==> src/port_input_gate_pkg.sv <==
// Shared constants for the port C/D input gate block
package port_input_gate_pkg;
  localparam int ADDR_W = 16;
  localparam int DATA_W = 8;
  localparam int PORT_W = 8;
  localparam logic [15:0] PORT_C_INPUT_GATE_ADDR = 16'h30ba;
  localparam logic [15:0] PORT_D_INPUT_GATE_ADDR = 16'h30bb;
  localparam logic [7:0] PORT_C_INPUT_GATE_RESET = 8'h00;
  localparam logic [7:0] PORT_D_INPUT_GATE_RESET = 8'h00;
  localparam logic [7:0] UNMAPPED_READ_VALUE = 8'h00;
  localparam logic GATED_PIN_LEVEL = 1'b0;
  localparam int SYNC_STAGES = 2;
endpackage : port_input_gate_pkg

==> src/pin_input_gate.sv <==
// Per-pin synchroniser and input gate for one port
`timescale 1ns/100ps
module pin_input_gate #(
  parameter int WIDTH = 8
) (
  // Clock and reset
  input wire logic i_clk,
  input wire logic i_rstn,
  // Gate enables and raw pins
  input wire logic [WIDTH-1:0] i_gate,
  input wire logic [WIDTH-1:0] i_pin,
  // Gated, synchronised pin levels
  output logic [WIDTH-1:0] o_level
);
  logic [WIDTH-1:0] meta_r;
  logic [WIDTH-1:0] sync_r;
  logic [WIDTH-1:0] level_r;
  logic [WIDTH-1:0] level_nxt;

  // Disabled pins read a fixed level so a floating pin cannot toggle logic
  generate
    for (genvar n = 0; n < WIDTH; n++) begin : g_bit
      assign level_nxt[n] = i_gate[n] ? sync_r[n] : port_input_gate_pkg::GATED_PIN_LEVEL;
    end
  endgenerate

  // Two-stage synchroniser then gated output register
  always_ff @(posedge i_clk or negedge i_rstn) begin
    if (!i_rstn) begin
      meta_r <= '0;
      sync_r <= '0;
      level_r <= '0;
    end else begin
      meta_r <= i_pin;
      sync_r <= meta_r;
      level_r <= level_nxt;
    end
  end

  assign o_level = level_r;

  // Pin reaches the second stage two edges after it is sampled
  a_sync_two_stage: assert property (@(posedge i_clk) disable iff (!i_rstn)
    $past(i_rstn, 2) |-> sync_r == $past(i_pin, 2))
    else $error("pin synchroniser depth wrong");
endmodule : pin_input_gate

==> src/port_input_enable_cd.sv <==
// Input-enable registers and input gating for ports C and D
//
// Operation
// - Port C gate bit n enables pin n input when 1; software reads and writes it.
// - Port C gate bit at 0 keeps that pin's input path disabled.
// - Port D gate bit n enables pin n input when 1; all bits read/write.
// - Port D gate bit at 0 keeps that pin's input path disabled.
// - Port C gate byte decodes at absolute address 30BAh.
// - Port D gate byte decodes at absolute address 30BBh.
`timescale 1ns/100ps
module port_input_enable_cd (
  // Clock and reset
  input wire logic i_clk,
  input wire logic i_rstn,
  // Register port
  input wire logic [port_input_gate_pkg::ADDR_W-1:0] i_addr,
  input wire logic [port_input_gate_pkg::DATA_W-1:0] i_wdata,
  input wire logic i_wr,
  input wire logic i_rd,
  output logic [port_input_gate_pkg::DATA_W-1:0] o_rdata,
  // Board pins
  input wire logic [port_input_gate_pkg::PORT_W-1:0] i_port_c_pin,
  input wire logic [port_input_gate_pkg::PORT_W-1:0] i_port_d_pin,
  // Gated pin levels to the core
  output logic [port_input_gate_pkg::PORT_W-1:0] o_port_c_level,
  output logic [port_input_gate_pkg::PORT_W-1:0] o_port_d_level,
  // Current gate settings
  output logic [port_input_gate_pkg::PORT_W-1:0] o_port_c_input_gate,
  output logic [port_input_gate_pkg::PORT_W-1:0] o_port_d_input_gate
);
  logic [7:0] port_c_input_gate_r;
  logic [7:0] port_d_input_gate_r;
  logic [7:0] rdata_r;
  logic [7:0] rdata_nxt;
  wire sel_c;
  wire sel_d;
  wire wr_c;
  wire wr_d;

  // Address decode
  assign sel_c = (i_addr == port_input_gate_pkg::PORT_C_INPUT_GATE_ADDR);
  assign sel_d = (i_addr == port_input_gate_pkg::PORT_D_INPUT_GATE_ADDR);
  assign wr_c = i_wr && sel_c;
  assign wr_d = i_wr && sel_d;

  // Read mux; unmapped addresses read zero
  assign rdata_nxt = sel_c ? port_c_input_gate_r :
                     sel_d ? port_d_input_gate_r :
                     port_input_gate_pkg::UNMAPPED_READ_VALUE;

  // Gate registers, cleared at reset so all inputs start disabled
  always_ff @(posedge i_clk or negedge i_rstn) begin
    if (!i_rstn) begin
      port_c_input_gate_r <= port_input_gate_pkg::PORT_C_INPUT_GATE_RESET;
      port_d_input_gate_r <= port_input_gate_pkg::PORT_D_INPUT_GATE_RESET;
    end else begin
      if (wr_c) begin
        port_c_input_gate_r <= i_wdata;
      end
      if (wr_d) begin
        port_d_input_gate_r <= i_wdata;
      end
    end
  end

  // Read data stands only in the cycle after the read strobe
  always_ff @(posedge i_clk or negedge i_rstn) begin
    if (!i_rstn) begin
      rdata_r <= '0;
    end else if (i_rd) begin
      rdata_r <= rdata_nxt;
    end else begin
      rdata_r <= '0;
    end
  end

  // Pin gating per port
  pin_input_gate #(.WIDTH(port_input_gate_pkg::PORT_W)) u_gate_c (
    .i_clk(i_clk),
    .i_rstn(i_rstn),
    .i_gate(port_c_input_gate_r),
    .i_pin(i_port_c_pin),
    .o_level(o_port_c_level)
  );

  pin_input_gate #(.WIDTH(port_input_gate_pkg::PORT_W)) u_gate_d (
    .i_clk(i_clk),
    .i_rstn(i_rstn),
    .i_gate(port_d_input_gate_r),
    .i_pin(i_port_d_pin),
    .o_level(o_port_d_level)
  );

  assign o_rdata = rdata_r;
  assign o_port_c_input_gate = port_c_input_gate_r;
  assign o_port_d_input_gate = port_d_input_gate_r;

  // Checks
  a_c_write_stores: assert property (@(posedge i_clk) disable iff (!i_rstn)
    (i_wr && i_addr == 16'h30ba) |=> port_c_input_gate_r == $past(i_wdata))
    else $error("port C gate write lost");
  a_d_write_stores: assert property (@(posedge i_clk) disable iff (!i_rstn)
    (i_wr && i_addr == 16'h30bb) |=> port_d_input_gate_r == $past(i_wdata))
    else $error("port D gate write lost");
  a_c_read_back: assert property (@(posedge i_clk) disable iff (!i_rstn)
    (i_rd && i_addr == 16'h30ba) |=> o_rdata == $past(port_c_input_gate_r))
    else $error("port C gate read wrong");
  a_d_read_back: assert property (@(posedge i_clk) disable iff (!i_rstn)
    (i_rd && i_addr == 16'h30bb) |=> o_rdata == $past(port_d_input_gate_r))
    else $error("port D gate read wrong");
  a_c_gated_low: assert property (@(posedge i_clk) disable iff (!i_rstn)
    (port_c_input_gate_r == 8'h00)[*2] |=> o_port_c_level == 8'h00)
    else $error("port C disabled pin leaked");
  a_d_gated_low: assert property (@(posedge i_clk) disable iff (!i_rstn)
    (port_d_input_gate_r == 8'h00)[*2] |=> o_port_d_level == 8'h00)
    else $error("port D disabled pin leaked");
  a_c_fixed_level: assert property (@(posedge i_clk) disable iff (!i_rstn)
    (o_port_c_level & ~$past(port_c_input_gate_r)) == 8'h00)
    else $error("port C gated bit not fixed");
  a_other_addr_safe: assert property (@(posedge i_clk) disable iff (!i_rstn)
    (i_wr && i_addr != 16'h30ba) |=> $stable(port_c_input_gate_r))
    else $error("port C gate changed by other address");
  a_d_addr_safe: assert property (@(posedge i_clk) disable iff (!i_rstn)
    (i_wr && i_addr != 16'h30bb) |=> $stable(port_d_input_gate_r))
    else $error("port D gate changed by other address");
  a_c_idle_hold: assert property (@(posedge i_clk) disable iff (!i_rstn)
    !i_wr |=> $stable(port_c_input_gate_r))
    else $error("port C gate changed without write");
  a_d_idle_hold: assert property (@(posedge i_clk) disable iff (!i_rstn)
    !i_wr |=> $stable(port_d_input_gate_r))
    else $error("port D gate changed without write");

  // Written byte comes back on a read in the next cycle
  a_c_round_trip: assert property (@(posedge i_clk) disable iff (!i_rstn)
    (i_wr && i_addr == 16'h30ba) ##1 (i_rd && i_addr == 16'h30ba)
    |=> o_rdata == $past(i_wdata, 2))
    else $error("port C gate round trip wrong");
  a_d_round_trip: assert property (@(posedge i_clk) disable iff (!i_rstn)
    (i_wr && i_addr == 16'h30bb) ##1 (i_rd && i_addr == 16'h30bb)
    |=> o_rdata == $past(i_wdata, 2))
    else $error("port D gate round trip wrong");

  // Read data is zero for other addresses and outside the answer cycle
  a_unmapped_read: assert property (@(posedge i_clk) disable iff (!i_rstn)
    (i_rd && i_addr != 16'h30ba && i_addr != 16'h30bb)
    |=> o_rdata == port_input_gate_pkg::UNMAPPED_READ_VALUE)
    else $error("unmapped read not zero");
  a_rdata_idle: assert property (@(posedge i_clk) disable iff (!i_rstn)
    !i_rd |=> o_rdata == 8'h00)
    else $error("read data outside answer cycle");

  // Pin path: enabled bits follow the pin three edges later, disabled bits stay fixed
  a_d_fixed_level: assert property (@(posedge i_clk) disable iff (!i_rstn)
    (o_port_d_level & ~$past(port_d_input_gate_r)) == 8'h00)
    else $error("port D gated bit not fixed");
  a_c_level_follows: assert property (@(posedge i_clk) disable iff (!i_rstn)
    $past(i_rstn, 3) |->
    o_port_c_level == ($past(i_port_c_pin, 3) & $past(port_c_input_gate_r)))
    else $error("port C enabled pin not followed");
  a_d_level_follows: assert property (@(posedge i_clk) disable iff (!i_rstn)
    $past(i_rstn, 3) |->
    o_port_d_level == ($past(i_port_d_pin, 3) & $past(port_d_input_gate_r)))
    else $error("port D enabled pin not followed");
  a_c_clear_fast: assert property (@(posedge i_clk) disable iff (!i_rstn)
    (i_wr && i_addr == 16'h30ba && i_wdata == 8'h00) |=> ##1 o_port_c_level == 8'h00)
    else $error("port C clear did not gate pins");
  a_d_clear_fast: assert property (@(posedge i_clk) disable iff (!i_rstn)
    (i_wr && i_addr == 16'h30bb && i_wdata == 8'h00) |=> ##1 o_port_d_level == 8'h00)
    else $error("port D clear did not gate pins");
endmodule : port_input_enable_cd

==> config.mk <==
export PLATFORM = sky130hd
export DESIGN_NAME = port_input_enable_cd
export DESIGN_NICKNAME = d
export VERILOG_FILES = /design/src/port_input_gate_pkg.sv /design/src/pin_input_gate.sv /design/src/port_input_enable_cd.sv
export SDC_FILE = /design/constraint.sdc
export NUM_CORES = 1
export LEC_CHECK = 0
export ABC_AREA = 1
export BUFFER_PORTS_ARGS = -buffer_cell sky130_fd_sc_hd__buf_2
export CORE_ASPECT_RATIO = 0.9
export CORE_MARGIN = 8
export CORE_UTILIZATION = 49
export CTS_CLUSTER_DIAMETER = 50
export CTS_CLUSTER_SIZE = 28
export DETAILED_ROUTE_END_ITERATION = 12
export PLACE_DENSITY = 0.77
export REMOVE_ABC_BUFFERS = 1
export SLEW_MARGIN = 20
export SYNTH_ARGS = -nofsm -noshare
export SYNTH_HDL_FRONTEND = slang
export SYNTH_SLANG_ARGS = --single-unit
==> constraint.sdc <==
create_clock -name i_clk -period 1 [get_ports i_clk]
set_clock_uncertainty 0.05 [all_clocks]
set_input_delay 0.15 -clock i_clk [delete_from_list [all_inputs] [get_ports i_clk]]
set_output_delay 0.15 -clock i_clk [all_outputs]
set_load 0.1 [all_outputs]
* Word-level counts from Yosys, hierarchy flattened
Cells that the tools add are included.
** Word-level totals
- ROM bits :: 0
- Input port bits :: 44
- Memories :: 0
- Latch bits :: 0
- Memory bits (writable) :: 0
- Register bits :: 72
- Word-level logic and storage cells :: 32
- Output and inout bits :: 40
** Cells by class
- Reductions and logical operators :: 2
- Shift-type cells :: 0
- Equal/unequal tests :: 2
- Add/sub/neg operators :: 0
- Multiplexer cells :: 19
- Bitwise gates (word level) :: 0
- Order comparisons :: 0
- Div/mod/pow operators :: 0
- Multiply operators :: 0
** Operators by type and width (count)
- 16-bit by 14-bit == test with 1-bit output (second input constant) :: 2
- 8-bit two-way mux :: 3
- 1-bit two-way mux :: 16
- 1-bit logical AND :: 2

* Longest topological paths before layout
- Depth after elaboration :: 4
- Gate-level depth with buffers :: 8
- Gate-level depth less buffers :: 7

* Modules after synthesis
From an unflattened synthesis, not the netlist that was laid out.
** Second synthesis, totals
- Cells, all modules :: 222
- Area total of the unflattened synthesis :: 2561.2 µm²
** Modules (own cells, without submodules)
- pin_input_gate :: cells an instance 40, times used 2, area an instance 660.6 µm², seq. area each 600.6 µm²
- port_input_enable_cd :: cells an instance 142, times used 1, area an instance 1239.9 µm², seq. area each 600.6 µm²

* Worst setup path after synthesis
OpenSTA, ideal clock, no wires.
- Kind :: reg-to-reg
- From :: reg port_c_input_gate_r[5], in the netlist o_port_c_input_gate[5]
- To :: reg rdata_r[5], in the netlist o_rdata[5]
- Period minus slack after synthesis :: 1.367 ns
- Slack :: -0.367 ns
- Data arrival time :: 1.239 ns
- Setup time :: 0.078 ns
- Path buffers :: 0
- Data required time :: 0.872 ns
- Cell stages (with the launch flop) :: 3
- Cells stage by stage :: dfrtp_1 > nand3_1 > a21oi_1
** Between the ends
- Longest elaborated chain between the ends :: 2
** Ends and longest elaborated chain
- start: declaration :: RTL line port_input_enable_cd.sv:31 : logic [7:0] port_c_input_gate_r;
- start signal: assignment :: RTL line port_input_enable_cd.sv:54 : port_c_input_gate_r <= port_input_gate_pkg::PORT_C_INPUT_GATE_RESET;
- start signal: assignment :: RTL line port_input_enable_cd.sv:58 : port_c_input_gate_r <= i_wdata;
- 8-bit two-way mux :: RTL line port_input_enable_cd.sv:47 : assign rdata_nxt = sel_c ? port_c_input_gate_r :
- 8-bit two-way mux :: RTL line port_input_enable_cd.sv:70 : end else if (i_rd) begin
- end signal: assignment :: RTL line port_input_enable_cd.sv:71 : rdata_r <= rdata_nxt;
- end: declaration :: RTL line port_input_enable_cd.sv:33 : logic [7:0] rdata_r;
No other way between the ends.
A chain may end at the register's enable or synchronous reset.

* Worst setup path in the final report
- From :: reg port_c_input_gate_r[3], in the netlist o_port_c_input_gate[3]
- To :: out o_port_c_input_gate[3] (netlist name)
** RTL lines
- end: declaration :: RTL line port_input_enable_cd.sv:28 : output logic [port_input_gate_pkg::PORT_W-1:0] o_port_c_input_gate,
No word-level cell between the ends.

==> summary.md <==
| Metric | Value |
|---|---|
| Max_slew headroom | 77.7% |
| WL/cell | 18.5 um |
| Core ar. | about 4900 sq um |
| RSZ-0062 raised after global routing | true |
| Crit path cell chain | buf_12 |
| Clock sink total | 72 |
| Failing checks | setup timing |
| Hold path cells | 3 |
| Final Hold Fails | 0 |
| Buffers added on ports | 83 |
| CTS tree | built |
| Initial Utilization | 51.0% |
| Top delay family on crit path | flip-flops |
| Arrival time worst endpoint | 0.97 ns |
| Met1 usage in global routing | 17.9% |
| Max incr delay on CP | 0.45 ns |
| Iteration-0 DRC Markers | around 160 |
| Die ar. | 7600 sq um |
| Ant diodes | 0 |
| Share of layout cells above drive strength 1 | 51.5% |
| Sequential power share | 53.8% |
| #FFs+latches synth | 72 |
| Max-cap viol count | 0 |
| Rows | 24 |
| Number of global-route vias before repair | 2149 |
| Vias | around 2k |
| Fillers | between 200 and 250 |
| Worst min path class | in -> reg |
| Chip width | 91.0 um |
| Max IR drop VDD | 0.00178 V |
| Status | finished, violations left |
| Total track usage | 18.2% |
| CP Max Fanout | 2 |
| Final clock period utilization by the worst path | 117% |
| Int Pwr | ~4400 uW |
| Area Overhead vs Synth | 70.4% |
| Htree depth | 3 |
| Worst Max-Slew Pin Slew | between 0.3 and 0.4 ns |
| Crit-path slowest cell | dfrtp_2 |
| Startpoint types | flip-flop |
| Max Slew Vio Count | 0 |
| Clock Path Buffers | 2 |
| Clock transition at path regs | 0.07 ns |
| Wirelength, routed | about 7500 um |
| Worst Path Required | ~0.80 ns |
| Crit path capture type | output port |
| Dpl ws | -0.307 ns |
| Reg2reg end | o_rdata[3]$_DFF_PN0_ |
| Cell Pwr Density | 1320 nW/um^2 |
| Most frequent cells in the layout | dfrtp_1 (58), buf_2 (42), buf_12 (42) |
| Register area share after synthesis | 72.6% |
| Crit path time final | between 1 and 1.5 ns |
| Number of cells on the worst reg-to-reg path | 4 |
| Hold EP | o_port_d_input_gate[3]$_DFFE_PN0P_ |
| Num CTS Buffers | 9 |
| Yosys warning count | 0 |
| Synthesized area | 2480 sq um |
| Final setup violation count | 44 |
| Comb power frac | 5.0% |
| Gpl congestion | 0.756 |
| FMAX | around 860 MHz |
| Cells after synthesis | 196 |
| Gr ovfl total | 0 |
| Num ports | between 80 and 90 |
| WP depth | 1 |
| Nets | 377 |
| Global-route wire length before repair | 10700 um |
| Yosys cell types | 14 |
| Fin util | 86.9% |
| Die H | between 80 and 90 um |
| Met3 Resource Use GR | approximately 8% |
| R2R Setup Slk | -0.09 ns |
| WP buf/inv | 1 |
| Largest net degree at the start of global routing | 55 |
| Sw Ratio | 21.2% |
| Initial antenna violation count | 0 |
| Commonest non-fill, non-tap cell in the layout | dfrtp_1 |
| GRT met2 Usage | 31.6% |
| DRC Markers | 0 |
| Synth Area per Inst | roughly 13 sq um |
| Post-detailed-route count of antenna-violating nets | 0 |
| Clk_lat worst skew | 0.34 ns |
| Detailed Routing Iterations Pass 1 | 4 |
| Leak | 0.00211 uW |
| NetSw | about 1200 uW |
| Crit path kind | reg -> out |
| R2R Path Start | o_port_c_input_gate[3]$_DFFE_PN0P_ |
| Post-DP HPWL | approximately 4000 um |
| Root buf cell | clkbuf_8 |
| Fin worst setup slack | -0.167 ns |
| Min-delay src | i_wdata[3] |
| DR vias/cell | 4.86 |
| GR peak layer | met2 |
| Clk pwr share | 41.3% |
## synth_stat cells (all sizes together)
cell type | instances | area (sq um)
dfrtp | 72 | 1800
nand2 | 38 | 163
inv | 31 | 116
nand3 | 18 | 115
o21ai | 16 | 140
nor2 | 9 | 66.3
a21oi | 8 | 40.0
buf | 3 | 33.8
nand4 | 1 | 6.26
## cell type report
cell class / instances / area [sq um] / area share, %
Inverter: 31 / 116 / 2.75
Timing Repair Buffer: 128 / 1450 / 34.3
Clock inverter: 3 / 40.0 / 0.947
Tap cell: 65 / 81.3 / 1.92
Multi-Input combinational cell: 91 / 563 / 13.3
Clock buffer: 13 / 159 / 3.76
Sequential cell: 72 / 1820 / 43.0
## sequential cells by signal, indices dropped and copies added (netlist names)
| signal | cells |
|---|---|
| u_gate_c.meta_r | 8 |
| u_gate_c.sync_r | 8 |
| u_gate_c.o_level | 8 |
| o_port_d_input_gate | 8 |
| o_port_c_input_gate | 8 |
| o_rdata | 8 |
| u_gate_d.meta_r | 8 |
| u_gate_d.o_level | 8 |
| u_gate_d.sync_r | 8 |
## through the flow
stage               instance area [sq um]  hold slack [ns]  instances  power [uW]  setup TNS [ns]
floorplan                            2450           -0.196        193        3090          -14.60
global placement                     3610           0.0917        347        3250           -5.32
detailed placement                   3610           0.0983        347        3270           -6.18
CTS                                  4110           0.0313        396        5590           -5.43
global route                         4230           0.0340        403        5780           -6.94
finish                               4230           0.0382        403        5570           -5.31
## kinds of logic after synthesis
logic type / count (synthesis) / synth area share (%)
buf+inv: 34 / 6.05
compound gates: 24 / 7.26
simple gates: 66 / 14.1
flops: 72 / 72.6
## power groups by stage
stage | clock network [uW] | registers (uW) | logic [uW]
floorplan | 0 | 3050 | 45.7
detailed placement | 0 | 3050 | 219
global placement | 0 | 3050 | 209
finish | 2300 | 3000 | 278
global route | 2470 | 3000 | 306
CTS | 2320 | 3000 | 271
## routing by layer
metal	up-vias	share of wire, %
li1	884	-
met1	953	37
met2	107	52
met3	15	9.1
met4	0	2.1
met5	-	0
## worst max-delay path by stage
| stage | startpoint | slack (ns) | to |
|---|---|---|---|
| 6_report | o_port_c_input_gate[3]$_DFFE_PN0P_ | -0.17 | o_port_c_input_gate[3] |
| 5_1_grt | o_port_d_input_gate[2]$_DFFE_PN0P_ | -0.19 | o_port_d_input_gate[2] |
| 4_1_cts | o_port_c_input_gate[3]$_DFFE_PN0P_ | -0.16 | o_port_c_input_gate[3] |
| 3_5_place_dp | i_addr[9] | -0.31 | o_port_c_input_gate[4]$_DFFE_PN0P_ |
| 3_3_place_gp | i_addr[9] | -0.25 | o_port_c_input_gate[4]$_DFFE_PN0P_ |
| 2_1_floorplan | o_port_c_input_gate[5]$_DFFE_PN0P_ | -0.37 | o_rdata[5]$_DFF_PN0_ |
## timing repair
item / 4_1_cts / 5_1_grt
gates resized for setup: 14 / 13
hold buffers: 17 / 0
hold endpoints to repair: 88 / 0
setup buffers: 16 / 7
cloned: 0 / 1
pin swaps: 0 / 4
setup endpoints to repair: 40 / 56
(Power assumes the default switching activity.)
